$ cat config.mk
export PLATFORM = sky130hd
export DESIGN_NAME = qtcp_quad_timer
export DESIGN_NICKNAME = d
export VERILOG_FILES = /design/src/include/qtcp_pkg.sv /design/src/design/qtcp_edge_sync.sv /design/src/design/qtcp_quad_timer.sv
export SDC_FILE = /design/constraint.sdc
export NUM_CORES = 1
export LEC_CHECK = 0
export ABC_AREA = 0
export BUFFER_PORTS_ARGS = -buffer_cell sky130_fd_sc_hd__buf_2
export CAP_MARGIN = 10
export CORE_MARGIN = 2
export CORE_UTILIZATION = 55
export DETAILED_ROUTE_END_ITERATION = 6
export PLACE_DENSITY = 0.74
export SETUP_SLACK_MARGIN = 0.02
export SYNTH_ARGS = -nofsm -noshare
export SYNTH_HDL_FRONTEND = slang
export SYNTH_SLANG_ARGS = --single-unit
$ cat constraint.sdc
create_clock -name clk_i -period 3.8 [get_ports clk_i]
set_clock_uncertainty 0.2 [all_clocks]
set_input_delay 0.95 -clock clk_i [delete_from_list [all_inputs] [get_ports clk_i]]
set_output_delay 0.95 -clock clk_i [all_outputs]
set_load 0.005 [all_outputs]
$ cat src/include/qtcp_pkg.sv
// Contract
// - Count advances per selected prescaled clock
// - Count from zero, match clears, sets flag
// - Timer 0 count and data share one address
// - Event source counts rising pin edges
// - Only timers 0 and 2 count events
// - Paired pair counts 16 bits, even flag only
// - Capture mode keeps match reset and flag
// - Capture edge copies count, then clears it
// - Edge select falling, rising, both; sets flag
// - Shared read gives capture or count; writes data
// - Paired capture works on the 16-bit count
// - Compare match toggles the output pin
// - Pin function plus enable gives 10-bit PWM
// - Period and duty are 10-bit values plus one
// - Duty buffered, reloaded at period match
// - Polarity sets level at full and zero duty
package qtcp_pkg;
	localparam int ADDR_W = 5;
	localparam int DATA_W = 32;
	localparam int PRE_W = 11;
	// Timer block: address[4]=0, timer in [3:2], offset in [1:0]
	localparam logic [1:0] OFF_MODE = 2'h0;
	localparam logic [1:0] OFF_CNT = 2'h1;
	localparam logic [1:0] OFF_CAP = 2'h2;
	localparam logic [1:0] OFF_DATA = 2'h3;
	localparam logic [4:0] OFF_PWM_PER = 5'h10;
	localparam logic [4:0] OFF_PWM_DUTY = 5'h11;
	localparam logic [4:0] OFF_PWM_HI = 5'h12;
	localparam logic [4:0] OFF_PORT_FUNC = 5'h13;
	localparam logic [4:0] OFF_EDGE_SEL = 5'h14;
	localparam logic [4:0] OFF_FLAGS = 5'h15;
	// Mode register fields
	localparam int MB_CAP = 3;
	localparam int MB_RUN = 4;
	localparam int MB_PAIR = 5;
	localparam int MB_PWM_EN = 6;
	localparam int MB_POL = 7;
	localparam logic [2:0] CK_EVENT = 3'h7;
	// Port function, edge select and high-bits fields
	localparam int PF_PWM = 0;
	localparam int PF_EV0 = 1;
	localparam int ES_FALL = 0;
	localparam int ES_RISE = 1;
	localparam int HI_PER_LSB = 2;
	localparam int HI_DUTY_LSB = 0;
	localparam int FL_EXT_LSB = 4;
	// Reset values
	localparam logic [7:0] MODE_RST = 8'h00;
	localparam logic [7:0] DATA_RST = 8'hff;
	localparam logic [7:0] CNT_RST = 8'h00;
	localparam logic [7:0] PER_RST = 8'hff;
	localparam logic [7:0] DUTY_RST = 8'h00;
	localparam logic [3:0] HI_RST = 4'h0;
	localparam logic [2:0] PF_RST = 3'h0;
	localparam logic [7:0] ES_RST = 8'h00;
	localparam logic [7:0] FLAG_RST = 8'h00;

	// Prescaler mask for the even timers: ratios 2..2048
	function automatic logic [PRE_W-1:0] even_mask(input logic [2:0] s);
		case (s)
			3'h0: even_mask = 11'h001;
			3'h1: even_mask = 11'h003;
			3'h2: even_mask = 11'h007;
			3'h3: even_mask = 11'h01f;
			3'h4: even_mask = 11'h07f;
			3'h5: even_mask = 11'h1ff;
			3'h6: even_mask = 11'h7ff;
			default: even_mask = 11'h000;
		endcase
	endfunction

	// Prescaler mask for the odd timers: ratios 1, 2, 8 (code 3 as 8)
	function automatic logic [PRE_W-1:0] odd_mask(input logic [1:0] s);
		case (s)
			2'h0: odd_mask = 11'h000;
			2'h1: odd_mask = 11'h001;
			default: odd_mask = 11'h007;
		endcase
	endfunction
endpackage
$ cat src/design/qtcp_edge_sync.sv
`timescale 1ns/1ps
module qtcp_edge_sync (
	input wire logic clk_i,
	input wire logic arst_n_i,
	input wire logic pin_i,
	output logic rise_o,
	output logic fall_o
);
	logic meta_reg;
	logic sync_reg;
	logic prev_reg;

	// Two-stage synchroniser, then one more stage for edges
	always_ff @(posedge clk_i or negedge arst_n_i) begin
		if (!arst_n_i) begin
			meta_reg <= 1'b0;
			sync_reg <= 1'b0;
			prev_reg <= 1'b0;
		end else begin
			meta_reg <= pin_i;
			sync_reg <= meta_reg;
			prev_reg <= sync_reg;
		end
	end

	// Edges only from settled stages
	assign rise_o = sync_reg & ~prev_reg;
	assign fall_o = ~sync_reg & prev_reg;
endmodule

$ cat src/design/qtcp_quad_timer.sv
// The register addresses and the Avalon-MM slave port were decided locally.
`timescale 1ns/1ps
module qtcp_quad_timer (
	input wire logic clk_i,
	input wire logic arst_n_i,
	input wire logic [qtcp_pkg::ADDR_W-1:0] avs_address_i,
	input wire logic avs_read_i,
	input wire logic avs_write_i,
	input wire logic [qtcp_pkg::DATA_W-1:0] avs_writedata_i,
	input wire logic [3:0] avs_byteenable_i,
	output logic [qtcp_pkg::DATA_W-1:0] avs_readdata_o,
	output logic avs_waitrequest_o,
	input wire logic [1:0] event_input_pin_i,
	input wire logic [3:0] ext_irq_input_i,
	output logic compare_pwm_out_pin_o,
	output logic compare_pwm_out_oe_n_o
);
	import qtcp_pkg::*;

	logic wait_reg;
	logic [DATA_W-1:0] rdata_reg;
	logic [7:0] mode_reg [4];
	logic [7:0] data_reg [4];
	logic [7:0] cnt_reg [4];
	logic [7:0] cap_reg [4];
	logic [7:0] per_low_reg;
	logic [7:0] duty_low_reg;
	logic [3:0] hi_reg;
	logic [2:0] pfunc_reg;
	logic [7:0] edge_sel_reg;
	logic [7:0] flags_reg;
	logic [PRE_W-1:0] pre_reg;
	logic [9:0] pwm_cnt_reg;
	logic [9:0] duty_act_reg;
	logic out_reg;
	logic oe_n_reg;

	logic [1:0] ev_rise;
	logic [3:0] ext_rise;
	logic [3:0] ext_fall;
	logic [3:0] edge_hit;
	logic [3:0] tick;
	logic [3:0] adv;
	logic [3:0] inc;
	logic [3:0] match;
	logic [3:0] wrap;
	logic [3:0] cap_en;
	logic [3:0] cap_trig;
	logic [3:0] flag_set;
	logic [3:0] wr_tmr;
	logic [1:0] pair;
	logic [1:0] match16;

	// Bus handshake: first edge latches read data, second edge completes
	wire bus_req = avs_read_i | avs_write_i;
	wire bus_take = bus_req & wait_reg;
	wire bus_done = bus_req & ~wait_reg;
	wire wr_acc = bus_done & avs_write_i & avs_byteenable_i[0];
	wire [7:0] wbyte = avs_writedata_i[7:0];
	wire in_tmr = ~avs_address_i[4];
	wire [1:0] tsel = avs_address_i[3:2];
	wire [1:0] toff = avs_address_i[1:0];
	wire wr_misc = wr_acc & ~in_tmr;
	wire wr_per = wr_misc & (avs_address_i == OFF_PWM_PER);
	wire wr_duty = wr_misc & (avs_address_i == OFF_PWM_DUTY);
	wire wr_hi = wr_misc & (avs_address_i == OFF_PWM_HI);
	wire wr_pf = wr_misc & (avs_address_i == OFF_PORT_FUNC);
	wire wr_es = wr_misc & (avs_address_i == OFF_EDGE_SEL);
	wire wr_fl = wr_misc & (avs_address_i == OFF_FLAGS);
	wire wait_next = ~bus_take;

	// shared read picks capture or count
	// count read back where data is written
	wire [7:0] shared_rd = cap_en[tsel] ? cap_reg[tsel] : cnt_reg[tsel];
	wire [7:0] rd_tmr = (toff == OFF_MODE) ? mode_reg[tsel] :
		(toff == OFF_CNT) ? shared_rd :
		(toff == OFF_CAP) ? cap_reg[tsel] : data_reg[tsel];
	wire [7:0] rd_misc = (avs_address_i == OFF_PWM_PER) ? per_low_reg :
		(avs_address_i == OFF_PWM_DUTY) ? duty_low_reg :
		(avs_address_i == OFF_PWM_HI) ? {4'h0, hi_reg} :
		(avs_address_i == OFF_PORT_FUNC) ? {5'h00, pfunc_reg} :
		(avs_address_i == OFF_EDGE_SEL) ? edge_sel_reg :
		(avs_address_i == OFF_FLAGS) ? flags_reg : 8'h00;
	wire [DATA_W-1:0] rd_word = {24'h000000, in_tmr ? rd_tmr : rd_misc};
	wire [DATA_W-1:0] rdata_next = bus_take ? rd_word : rdata_reg;

	// Bus state; unmapped reads give zero, unmapped writes are dropped
	always_ff @(posedge clk_i or negedge arst_n_i) begin
		if (!arst_n_i) begin
			wait_reg <= 1'b1;
			rdata_reg <= 32'h00000000;
		end else begin
			wait_reg <= wait_next;
			rdata_reg <= rdata_next;
		end
	end
	assign avs_waitrequest_o = wait_reg;
	assign avs_readdata_o = rdata_reg;

	// Free-running prescaler shared by all timers
	always_ff @(posedge clk_i or negedge arst_n_i) begin
		if (!arst_n_i) begin
			pre_reg <= 11'h000;
		end else begin
			pre_reg <= pre_reg + 11'h001;
		end
	end

	// Event pins, only the even timers get one
	genvar i;
	for (i = 0; i < 2; i++) begin : g_ev
		qtcp_edge_sync u_ev (
			.clk_i(clk_i),
			.arst_n_i(arst_n_i),
			.pin_i(event_input_pin_i[i]),
			.rise_o(ev_rise[i]),
			.fall_o()
		);
	end

	// Capture inputs with programmable edge
	for (i = 0; i < 4; i++) begin : g_ext
		qtcp_edge_sync u_ext (
			.clk_i(clk_i),
			.arst_n_i(arst_n_i),
			.pin_i(ext_irq_input_i[i]),
			.rise_o(ext_rise[i]),
			.fall_o(ext_fall[i])
		);
		assign edge_hit[i] = (edge_sel_reg[2*i+ES_FALL] & ext_fall[i]) |
			(edge_sel_reg[2*i+ES_RISE] & ext_rise[i]);
	end

	// PWM controls, needed by timer 3 gating
	wire pwm_mode = mode_reg[3][MB_PWM_EN] & pfunc_reg[PF_PWM];

	// Pair-level match of the 16-bit counter
	for (i = 0; i < 2; i++) begin : g_pair
		assign pair[i] = mode_reg[2*i+1][MB_PAIR];
		assign match16[i] = {cnt_reg[2*i+1], cnt_reg[2*i]} == {data_reg[2*i+1], data_reg[2*i]};
	end

	genvar t;
	for (t = 0; t < 4; t++) begin : g_tmr
		localparam int P = t / 2;
		localparam int E = 2 * P;
		logic [7:0] cnt_next;
		logic [7:0] cnt_inc;

		if (t % 2 == 0) begin : g_even
			wire [PRE_W-1:0] msk = even_mask(mode_reg[t][2:0]);
			wire ev_sel = mode_reg[t][2:0] == CK_EVENT;
			// prescaled tick when mask bits all set
			assign tick[t] = ev_sel ? (ev_rise[P] & pfunc_reg[PF_EV0+P]) : ((pre_reg & msk) == msk);
			assign adv[t] = tick[t] & mode_reg[t][MB_RUN];
			assign inc[t] = adv[t];
			assign cap_en[t] = mode_reg[t][MB_CAP];
			assign cap_trig[t] = cap_en[t] & edge_hit[t];
			// even flag serves the whole pair
			assign flag_set[t] = wrap[t];
		end else begin : g_odd
			wire [PRE_W-1:0] msk = odd_mask(mode_reg[t][1:0]);
			// unpaired odd timers never see an event pin
			// paired half takes the even clock and carry
			assign tick[t] = pair[P] ? tick[E] : ((pre_reg & msk) == msk);
			assign adv[t] = pair[P] ? adv[E] : (tick[t] & mode_reg[t][MB_RUN] & ~((t == 3) & pwm_mode));
			assign inc[t] = pair[P] ? (adv[E] & (cnt_reg[E] == 8'hff)) : adv[t];
			// paired capture follows the even controls
			assign cap_en[t] = pair[P] ? mode_reg[E][MB_CAP] : mode_reg[t][MB_CAP];
			assign cap_trig[t] = cap_en[t] & (pair[P] ? edge_hit[E] : edge_hit[t]);
			assign flag_set[t] = wrap[t] & ~pair[P];
		end

		assign match[t] = pair[P] ? match16[P] : (cnt_reg[t] == data_reg[t]);
		// match on a counting tick wraps to zero
		// capture mode keeps the same wrap
		assign wrap[t] = adv[t] & match[t];
		assign wr_tmr[t] = wr_acc & in_tmr & (tsel == 2'(t));
		assign cnt_inc = cnt_reg[t] + 8'h01;
		// capture clears the count, wins over ticking
		assign cnt_next = cap_trig[t] ? CNT_RST : wrap[t] ? CNT_RST : inc[t] ? cnt_inc : cnt_reg[t];

		// Per-timer storage; capture copies the count before clearing
		always_ff @(posedge clk_i or negedge arst_n_i) begin
			if (!arst_n_i) begin
				mode_reg[t] <= MODE_RST;
				data_reg[t] <= DATA_RST;
				cnt_reg[t] <= CNT_RST;
				cap_reg[t] <= CNT_RST;
			end else begin
				cnt_reg[t] <= cnt_next;
				if (cap_trig[t]) begin
					cap_reg[t] <= cnt_reg[t];
				end
				if (wr_tmr[t] && toff == OFF_MODE) begin
					mode_reg[t] <= wbyte;
				end
				if (wr_tmr[t] && (toff == OFF_CNT || toff == OFF_DATA)) begin
					data_reg[t] <= wbyte;
				end
			end
		end
	end

	// Sticky flags: write one clears, a same-cycle event still sets
	wire [7:0] flag_clr = wr_fl ? wbyte : 8'h00;
	wire [7:0] flag_new = {edge_hit, flag_set};
	wire [7:0] flags_next = (flags_reg & ~flag_clr) | flag_new;

	// Shared configuration registers
	always_ff @(posedge clk_i or negedge arst_n_i) begin
		if (!arst_n_i) begin
			per_low_reg <= PER_RST;
			duty_low_reg <= DUTY_RST;
			hi_reg <= HI_RST;
			pfunc_reg <= PF_RST;
			edge_sel_reg <= ES_RST;
			flags_reg <= FLAG_RST;
		end else begin
			if (wr_per) per_low_reg <= wbyte;
			if (wr_duty) duty_low_reg <= wbyte;
			if (wr_hi) hi_reg <= wbyte[3:0];
			if (wr_pf) pfunc_reg <= wbyte[2:0];
			if (wr_es) edge_sel_reg <= wbyte;
			flags_reg <= flags_next;
		end
	end

	// 10-bit period and duty from high bits over low
	wire [9:0] pwm_per = {hi_reg[HI_PER_LSB+1:HI_PER_LSB], per_low_reg};
	wire [9:0] duty_master = {hi_reg[HI_DUTY_LSB+1:HI_DUTY_LSB], duty_low_reg};
	wire pwm_pol = mode_reg[3][MB_POL];
	// PWM counts only with timer 3 running
	wire pwm_tick = tick[3] & mode_reg[3][MB_RUN];
	// Greater-or-equal so a shortened period cannot run away
	wire pwm_end = pwm_tick & (pwm_cnt_reg >= pwm_per);
	wire [9:0] pwm_inc = pwm_cnt_reg + 10'h001;
	wire [9:0] pwm_cnt_next = (~pwm_mode | pwm_end) ? 10'h000 : pwm_tick ? pwm_inc : pwm_cnt_reg;
	// active duty reloads at period end, and every cycle while PWM is off
	wire [9:0] duty_act_next = (~pwm_mode | pwm_end) ? duty_master : duty_act_reg;
	// polarity sets duty level; zero duty is the inverse
	wire pwm_level = (duty_act_reg == 10'h000) ? ~pwm_pol : (pwm_cnt_reg <= duty_act_reg) ? pwm_pol : ~pwm_pol;

	// compare match of timer 2 or pair 2/3 toggles
	wire cmp_toggle = wrap[2];
	// PWM owns the pin when both bits are set
	wire out_next = ~pfunc_reg[PF_PWM] ? 1'b0 : pwm_mode ? pwm_level : cmp_toggle ? ~out_reg : out_reg;
	wire oe_n_next = ~pfunc_reg[PF_PWM];

	// PWM counter and pin flops; pin idles low when not selected
	always_ff @(posedge clk_i or negedge arst_n_i) begin
		if (!arst_n_i) begin
			pwm_cnt_reg <= 10'h000;
			duty_act_reg <= 10'h000;
			out_reg <= 1'b0;
			oe_n_reg <= 1'b1;
		end else begin
			pwm_cnt_reg <= pwm_cnt_next;
			duty_act_reg <= duty_act_next;
			out_reg <= out_next;
			oe_n_reg <= oe_n_next;
		end
	end
	assign compare_pwm_out_pin_o = out_reg;
	assign compare_pwm_out_oe_n_o = oe_n_reg;
endmodule

== After elaboration in Yosys (flattened, before gate mapping) ==
Cells that the tools add are included.
Widths: inputs -> output; s select.

* Register bits after elaboration: 227
* Word-level logic and storage cells: 272

* $add $sub $neg: 6
* Magnitude comparators: 4
* Eq/ne operators: 41
* Multiplexer cells: 65
* Bitwise logic cells: 88
* Reduce and logical (&&, ||, !) cells: 21

{| class="wikitable"
|+ Operator list
! cell !! number
|-
| $mux 8 || 32
|-
| $pmux 11 s7 || 2
|-
| $bmux 8 s2 || 4
|-
| $and 1x1->1 || 55
|-
| $and 11x11->11 || 4
|-
| $eq 11x11->1 || 4
|-
| $add 8x1->8 const B || 4
|-
| $eq 16x16->1 || 2
|-
| $eq 8x8->1 || 4
|-
| $eq 5x5->1 const B || 6
|-
| $eq 3x3->1 const B || 8
|-
| $mux 1 || 22
|-
| $mux 10 || 2
|-
| $not 1->1 || 19
|-
| $eq 8x8->1 const B || 2
|-
| $eq 3x2->1 const B || 4
|-
| $pmux 3 s2 || 2
|-
| $reduce_bool 3->1 || 4
|-
| $add 11x1->11 const B || 1
|-
| $add 10x1->10 const B || 1
|-
| $ge 10x10->1 || 1
|-
| $le 10x10->1 || 1
|-
| $logic_not 10->1 || 1
|-
| $and 8x8->8 || 1
|-
| other kinds (16) || 39
|}

== Logic depth before layout (Yosys ltp) ==
Gate-level depths: netlist of the first run.

* Depth in word-level cells: 13
* Gate-level depth with buffers: 9
* Depth with buffers taken out: 8

== Hierarchy ==
A second synthesis of the first run with hierarchy kept.

* Cell total of the unflattened synthesis: 1033
* Area total of the unflattened synthesis: 11926.4 µm²

{| class="wikitable"
|+ Modules (own cells, without submodules)
! module !! times used !! cells each !! area each (µm²)
|-
| qtcp_quad_timer || 1 || 1003 || 11385.9
|-
| qtcp_edge_sync || 6 || 5 || 90.1
|}

== Worst setup path before layout of the first run ==
Ideal clock, no wire load.

* Path kind: input-to-reg
* Start: input avs_address_i[2] (netlist name)
* End: register rdata_reg[3] (netlist: avs_readdata_o[3])
* Setup time: 0.136 ns
* Data arrival time: 2.738 ns
* Data required time: 3.464 ns
* Setup slack: 0.725 ns
* Stages on the path: 8
* Path buffers: 3
* Cells stage by stage: clkbuf_1 -> buf_2 -> buf_4 -> mux4_2 -> a22oi_1 -> o211ai_1 -> a221oi_1 -> o21ai_0

* Word-level cells in the longest chain between the ends: 8

{| class="wikitable"
|+ RTL lines
! element !! line !! source
|-
| start: declaration || qtcp_quad_timer.sv:6 || <nowiki>input wire logic [qtcp_pkg::ADDR_W-1:0] avs_address_i,</nowiki>
|-
| $eq 5x5->1 or $not 2->3 (tied branches) || n/a ||
|-
| $mux 8, or another cell as far along || qtcp_quad_timer.sv:83 || <nowiki>(avs_address_i == OFF_FLAGS) ? flags_reg : 8'h00;</nowiki>
|-
| $mux 8, on equally long branches || qtcp_quad_timer.sv:82, qtcp_quad_timer.sv:74, qtcp_quad_timer.sv:77 ||
|-
| $mux 8, on equally long branches || qtcp_quad_timer.sv:81, qtcp_quad_timer.sv:74, qtcp_quad_timer.sv:77 ||
|-
| $mux 8, on equally long branches || qtcp_quad_timer.sv:80, qtcp_quad_timer.sv:74, qtcp_quad_timer.sv:77 ||
|-
| $mux 8, on equally long branches || qtcp_quad_timer.sv:79, qtcp_quad_timer.sv:76 ||
|-
| $mux 8, on equally long branches || qtcp_quad_timer.sv:78, qtcp_quad_timer.sv:75 ||
|-
| $mux 8 (*) || qtcp_quad_timer.sv:84 || <nowiki>wire [DATA_W-1:0] rd_word = {24'h000000, in_tmr ? rd_tmr : rd_misc};</nowiki>
|-
| end signal: assignment || qtcp_quad_timer.sv:94 || <nowiki>rdata_reg <= rdata_next;</nowiki>
|-
| end: declaration || qtcp_quad_timer.sv:21 || <nowiki>logic [DATA_W-1:0] rdata_reg;</nowiki>
|}

Every way passes the cells marked *; elsewhere a longest branch is shown, timed or not. The select of a mux whose other input is x is not followed.
A chain may end at the register's enable or synchronous reset.

== Final worst setup path of the first run ==
* Start: register pre_reg[4]
* End: register duty_act_reg[6]

* Word-level cells in the longest chain between the ends: 7

{| class="wikitable"
|+ RTL lines
! element !! line !! source
|-
| start: declaration || qtcp_quad_timer.sv:32 || <nowiki>logic [PRE_W-1:0] pre_reg;</nowiki>
|-
| start signal: assignment || qtcp_quad_timer.sv:105 || <nowiki>pre_reg <= pre_reg + 11'h001;</nowiki>
|-
| $and 11x11->11 || qtcp_quad_timer.sv:154 || <nowiki>assign tick[t] = ev_sel ? (ev_rise[P] & pfunc_reg[PF_EV0+P]) : ((pre_reg & msk) == msk);</nowiki>
|-
| $eq 11x11->1 || qtcp_quad_timer.sv:154 ||
|-
| $mux 1 || qtcp_quad_timer.sv:154 ||
|-
| $mux 1 (*) || qtcp_quad_timer.sv:165 || <nowiki>assign tick[t] = pair[P] ? tick[E] : ((pre_reg & msk) == msk);</nowiki>
|-
| $and 1x1->1 (*) || qtcp_quad_timer.sv:234 || <nowiki>wire pwm_tick = tick[3] & mode_reg[3][MB_RUN];</nowiki>
|-
| $and 1x1->1 (*) || qtcp_quad_timer.sv:236 || <nowiki>wire pwm_end = pwm_tick & (pwm_cnt_reg >= pwm_per);</nowiki>
|-
| $or 1x1->1 (*) || qtcp_quad_timer.sv:240 || <nowiki>wire [9:0] duty_act_next = (~pwm_mode | pwm_end) ? duty_master : duty_act_reg;</nowiki>
|-
| end signal: assignment || qtcp_quad_timer.sv:259 || <nowiki>duty_act_reg <= duty_act_next;</nowiki>
|-
| end: declaration || qtcp_quad_timer.sv:34 || <nowiki>logic [9:0] duty_act_reg;</nowiki>
|}

Every way passes the cells marked *; elsewhere a longest branch is shown, timed or not.

==> flow_summary.toml, run 1 <==
[outcome]
outcome = "completed"

[route]
drt-initial-drc-count = 765
via_per_inst = 6.27
drc_errors = 0
routedWlPerCell_um = 22.2
first_pass_iters = 5
via_count = 8677
ant_nets = 0
drt_wl_total_mm = 30.7

[worst_setup_path]
max_stage_delay_ns = 0.55
startpoint = "pre_reg[4]"
rr_startpoint = "pre_reg[4]"
path_delay_family = "compound AO/OA/AOI/OAI gates"
path_class = "reg2reg"
cp_num_buf_inv = 1
cp_cell_sequence = "nand4_1 -> nand4bb_1 -> a221oi_4 -> o21ai_2 -> o311ai_2 -> buf_4 -> mux2_1"
cp_slowest_cell = "o311ai_2"
critPathRequiredTime_ns = 3.98
crit_path_start_kind = "register"
cp.arrival_ns = 3.22
crit_fanout = 15
ff2ff_setup_slack_ns = 0.77
endpoint_kind = "register"

[global_routing]
grt_pass1_vias = 8567
grt_max_degree = 90
grt.total_usage_pct = 26.5
grt_first_pass_wirelength_mm = 48.7
grt_antenna_before_repair = 0
grt_overflow = 0

[pwr]
finalPower_mw = 6.35
leakage_nw = 5.91
power.share.clock_pct = 37.2
p_per_area_mw_per_mm2 = 479
p_int_mw = 4.57
combPwrFrac_pct = 15.9
ir_drop_v = 0.000374
p_sw_share_pct = 28.0
p_sw_mw = 1.78
p_seq_share_pct = 46.9

[die]
io_pins = 86
dieArea_mm2 = 0.0231
die_h_um = 152
initial_utilization_pct = 55.5
core_area_mm2 = 0.0217
rows = 54
die_x_um = 152

[worst_hold_path]
hold_start = "g_ext[1].u_ext.meta_reg"
hp-class = "reg2reg"

[synthesis]
syn_inst = 1059
ys_types = 81
synth_seq_cells = 227
ys_seq_area_share_pct = 47.6
async_flop_share_pct = 100
postSynthAreaPerCell_um2 = 11.4
yosysTopAreaCellShare_pct = 38.4
synth_area_leader_cell = "dfrtp_1"
ys_warn_count = 0
synth_area_mm2 = 0.0120
synth_flop_cell = "dfrtp_1"
synth_edf_count = 0
ys_top_cells_by_area = "dfrtp_1 38%, mux2_2 10%, dfstp_2 9.2%, mux4_2 6.0%, nand2_1 3.1%"

[sta]
tightest_slew_ns = 0.911
whs_ns = 0.147
maxClockFrequency_mhz = 330
period_needed_ns = 3.03
rsz0062_at_grt = "false"
finalSetupViolCount = 0
final_hold_viol_count = 0
drv_slew = 0
maxSlewHeadroom_pct = 39.1
final.period_utilization_pct = 79.8
finalSetupTns_ns = 0

[final_layout]
antenna-diode-count = 0
areaGrowthSynthToFinish_pct = 10.1
layout-drive-gt1-share_pct = 26.4
final_core_util_pct = 61.1
nNetsFinal = 1163
stdcell_area_mm2 = 0.0133

[clock_tree]
tritoncts = "done"
clk_path_buf_depth = 3
cts_resized = 0
clock-root-buffer = "clkbuf_16"
clkTransAtPathRegs_ns = 0.06
clock_sinks = 227
clkLatencyLatePin_ns = 0.52
hold_buffers = 0
cts_setup_buffers = 0
htreeDepth = 1
cts_made_buffers = 24

[run]
maxCapViolCount = 0

[place]
gp_congestion = 0.932
dp_hpwl_mm = 21.8
port_buffers = 34
postPlaceCellArea_mm2 = 0.0125
==> Yosys cell counts (11+ instances only) <==
library cell  instances
a21oi_1              49
mux2_2              110
dfrtp_1             185
mux4_2               32
buf_4                27
ha_1                 26
xor2_1               11
clkbuf_1             36
nor2_1               37
dfstp_2              42
nand3b_1             13
a22oi_1              11
nand2b_1             11
inv_1                42
nand4_1              16
xnor2_1              40
mux2i_1              13
nand3_1              24
and3_1               18
nand2_1              99
nor2b_1              13
o21ai_0              35
==> per-stage QoR <==
stage          cells  worst slack, ns
2_1_floorplan   1082            0.725
3_3_place_gp    1340            0.488
3_5_place_dp    1340            0.410
4_1_cts         1384            0.756
5_1_grt         1384            0.547
6_report        1384            0.767
==> metal layers <==
layer	routed length (um)	vias to the layer above	global-route usage, %
met5	0	-	0
met4	803	0	7.74
met3	1950	50	4.56
met2	14400	279	42.3
met1	13500	4464	37.8
li1	-	3884	-
==> power by group through the flow <==
stage	sequential [mW]	combinational [mW]	clock [mW]
after global routing	3.00	1.10	2.48
after detailed placement	3.00	0.994	0
after CTS	2.97	1.00	2.39
after floorplan	2.88	0.749	0
after global placement	2.99	0.961	0
final	2.98	1.01	2.36
==> layout by cell type (no fill, tap or decap), drive strengths merged, types with 5 or more instances in the layout <==
cell and instances:
a211oi 6, a21o 8, a21oi 50, a221o 8, a221oi 5, a22o 6, a22oi 11, and2 6
and3 18, buf 55, clkbuf 38, clkinv 5, conb 24, dfrtp 185, dfstp 42, ha 26
inv 42, mux2 118, mux2i 13, mux4 32, nand2 99, nand2b 11, nand3 24, nand3b 13
nand4 16, nor2 37, nor2b 13, nor3 10, o2111ai 6, o211ai 6, o21a 5, o21ai 39
o31ai 10, or3 8, or4 6, xnor2 40, xor2 11
==> path summary, 6_finish.rpt <==
kind / depth (start not counted) / end
worst max-delay path: 7 / duty_act_reg[6]
worst min-delay path: 0 / g_ext[1].u_ext.sync_reg
worst max register to register: 7 / duty_act_reg[6]
worst min register to register: 0 / g_ext[1].u_ext.sync_reg
max in group asynchronous: 2 / per_low_reg[0]
min in group asynchronous: 1 / g_ev[0].u_ev.prev_reg
==> cell type report <==
| cell class | instances | area [um^2] |
|---|---|---|
| Clock buffer | 38 | 744 |
| Clock inverter | 6 | 55.1 |
| Fill cell | 1719 | 8430 |
| Inverter | 42 | 158 |
| Multi-Input combinational cell | 736 | 5830 |
| Sequential cell | 227 | 5730 |
| Tap cell | 280 | 350 |
| Timing Repair Buffer | 55 | 388 |
==> cells by family after synthesis <==
logic type	Yosys count	share of synthesized area [%]
buffers and inverters	119	4.73
other	1	0.0311
muxes	163	18.1
and+or+nand+nor	278	11.8
AOI/OAI and AO/OA	194	11.4
adders and majority gates	26	2.70
DFF	227	47.6
xor gates and xnor gates	51	3.71
Power figures use the tool's default switching activity.
==> run 2: changes to the inputs <==
==> constraint.sdc (replaced) <==
create_clock -name clk_i -period 2.8 [get_ports clk_i]
set_clock_uncertainty 0.2 [all_clocks]
set_input_delay 0.7 -clock clk_i [delete_from_list [all_inputs] [get_ports clk_i]]
set_output_delay 0.7 -clock clk_i [all_outputs]
set_load 0.005 [all_outputs]
==> flow_summary.toml, run 2 (synthesis gave the netlist of run 1 again) <==
[clock_tree]
clk_path_buf_depth = 3
htreeDepth = 1
cts_setup_buffers = 0
clkLatencyLatePin_ns = 0.53
cts_made_buffers = 24
clock-root-buffer = "clkbuf_16"
clock_sinks = 227
clkTransAtPathRegs_ns = 0.06
tritoncts = "done"

[global_routing]
grt_max_degree = 76
grt.total_usage_pct = 28.3
grt_antenna_before_repair = 0
grt_first_pass_wirelength_mm = 51.7
grt_pass1_vias = 9027
grt_overflow = 0

[run]
maxCapViolCount = 0

[route]
wl_met1_mm = 13.4
wl_met2_mm = 14.9
drt_wl_total_mm = 32.5
routedWlPerCell_um = 22.5
ant_nets = 0
drc_errors = 0
top_layer_used = "met4"
dr_wl_met3_mm = 2.75
via_count = 9117
drt-initial-drc-count = 944
first_pass_iters = 5
via_per_inst = 6.30

[pwr]
p_per_area_mw_per_mm2 = 652
ir_drop_v = 0.000524
finalPower_mw = 9.00
leakage_nw = 6.25

[sta]
whs_ns = -0.0338
finalSetupTns_ns = 0
drv_slew = 0
period_needed_ns = 2.63
final_hold_viol_count = 19
final.period_utilization_pct = 94.0
tightest_slew_ns = 0.722
finalSetupViolCount = 0
maxClockFrequency_mhz = 380
rsz0062_at_grt = "true"
setup_slack_ns = 0.169
maxSlewHeadroom_pct = 51.8

[final_layout]
antenna-diode-count = 0
layout_commonest_cell = "dfrtp_1"
stdcell_area_mm2 = 0.0138
layout-drive-gt1-share_pct = 30.6
areaGrowthSynthToFinish_pct = 14.6
final_cell_mix = "183 x dfrtp_1, 110 x mux2_2, 99 x nand2_1"
stdcell_count = 1446
nNetsFinal = 1225
fill_cells = 1656
final_core_util_pct = 63.7

[place]
port_buffers = 34
gp_congestion = 0.962
placed_cells_incl_taps = 1402
dpl_worst_slack_ns = -0.104
postPlaceCellArea_mm2 = 0.0129
dp_hpwl_mm = 23.7

[worst_setup_path]
rr_startpoint = "pre_reg[4]"
r2r_end = "pwm_cnt_reg[9]"
cp_cell_sequence = "nand4_1 -> nand4bb_1 -> a221oi_4 -> buf_4 -> o2111ai_4 -> or4_1 -> a21oi_1"
cp_num_buf_inv = 1
crit_fanout = 7
reg2reg_depth = 7
endpoint_kind = "register"
max_stage_delay_ns = 0.51
crit_path_start_kind = "register"
path_class = "reg2reg"
cp_slowest_cell = "or4_1"
ff2ff_setup_slack_ns = 0.17
cp.arrival_ns = 2.87
critPathRequiredTime_ns = 3.04
path_delay_family = "simple AND/OR/NAND/NOR gates"

[die]
core_area_mm2 = 0.0217
dieArea_mm2 = 0.0231
die_x_um = 152
io_pins = 86
rows = 54
initial_utilization_pct = 55.5
die_h_um = 152

[worst_hold_path]
hp-class = "in2async"

[outcome]
violations = "hold timing"
outcome = "complete, but fails checks"
==> run 2: cell count changes in the layout (fill, tap and decap cells not counted), sizes merged <==
cell / previous run / this run
clkinv: 5 / 4
clkbuf: 38 / 37
buf: 55 / 117
bufinv: 1 / 3
==> run 2: worst max path at each step <==
stage / cells past startpoint / from / endpoint / slack (ns)
final: 7 / pre_reg[4] / pwm_cnt_reg[9] / 0.17
after CTS: 7 / pre_reg[4] / duty_act_reg[7] / 0.13
after global routing: 7 / pre_reg[3] / cnt_reg[4] / 0.008
after floorplan: 6 / avs_address_i[2] / avs_readdata_o[6] / 0.06
after global placement: 8 / avs_address_i[2] / avs_readdata_o[4] / -0.11
after detailed placement: 8 / avs_address_i[2] / avs_readdata_o[4] / -0.10
==> run 2: per-layer routing <==
metal | vias to the layer above | GRT usage, %
met2 | 465 | 44.0
met1 | 4539 | 39.7
met5 | - | 0
met4 | 0 | 10.7
met3 | 112 | 5.53
li1 | 4001 | -
==> run 2: final cells by class <==
type	count	area [um^2]	share of cell area, %
Sequential cell	227	5740	41.5
Timing Repair Buffer	117	870	6.30
Tap cell	280	350	2.54
Inverter	42	158	1.14
Clock inverter	7	114	0.825
Clock buffer	37	751	5.44
Multi-Input combinational cell	736	5830	42.2
==> run 2: power breakdown <==
part / total [mW] / internal, mW / switching (mW)
clock network: 3.43 / 2.12 / 1.32
logic: 1.56 / 0.722 / 0.837
registers: 4.00 / 3.66 / 0.346
==> run 2: repair_timing <==
action                     4_1_cts  5_1_grt
hold endpoints to repair         0        0
setup endpoints to repair        0       21
hold buffers                     0        0
gates resized for setup          0        3
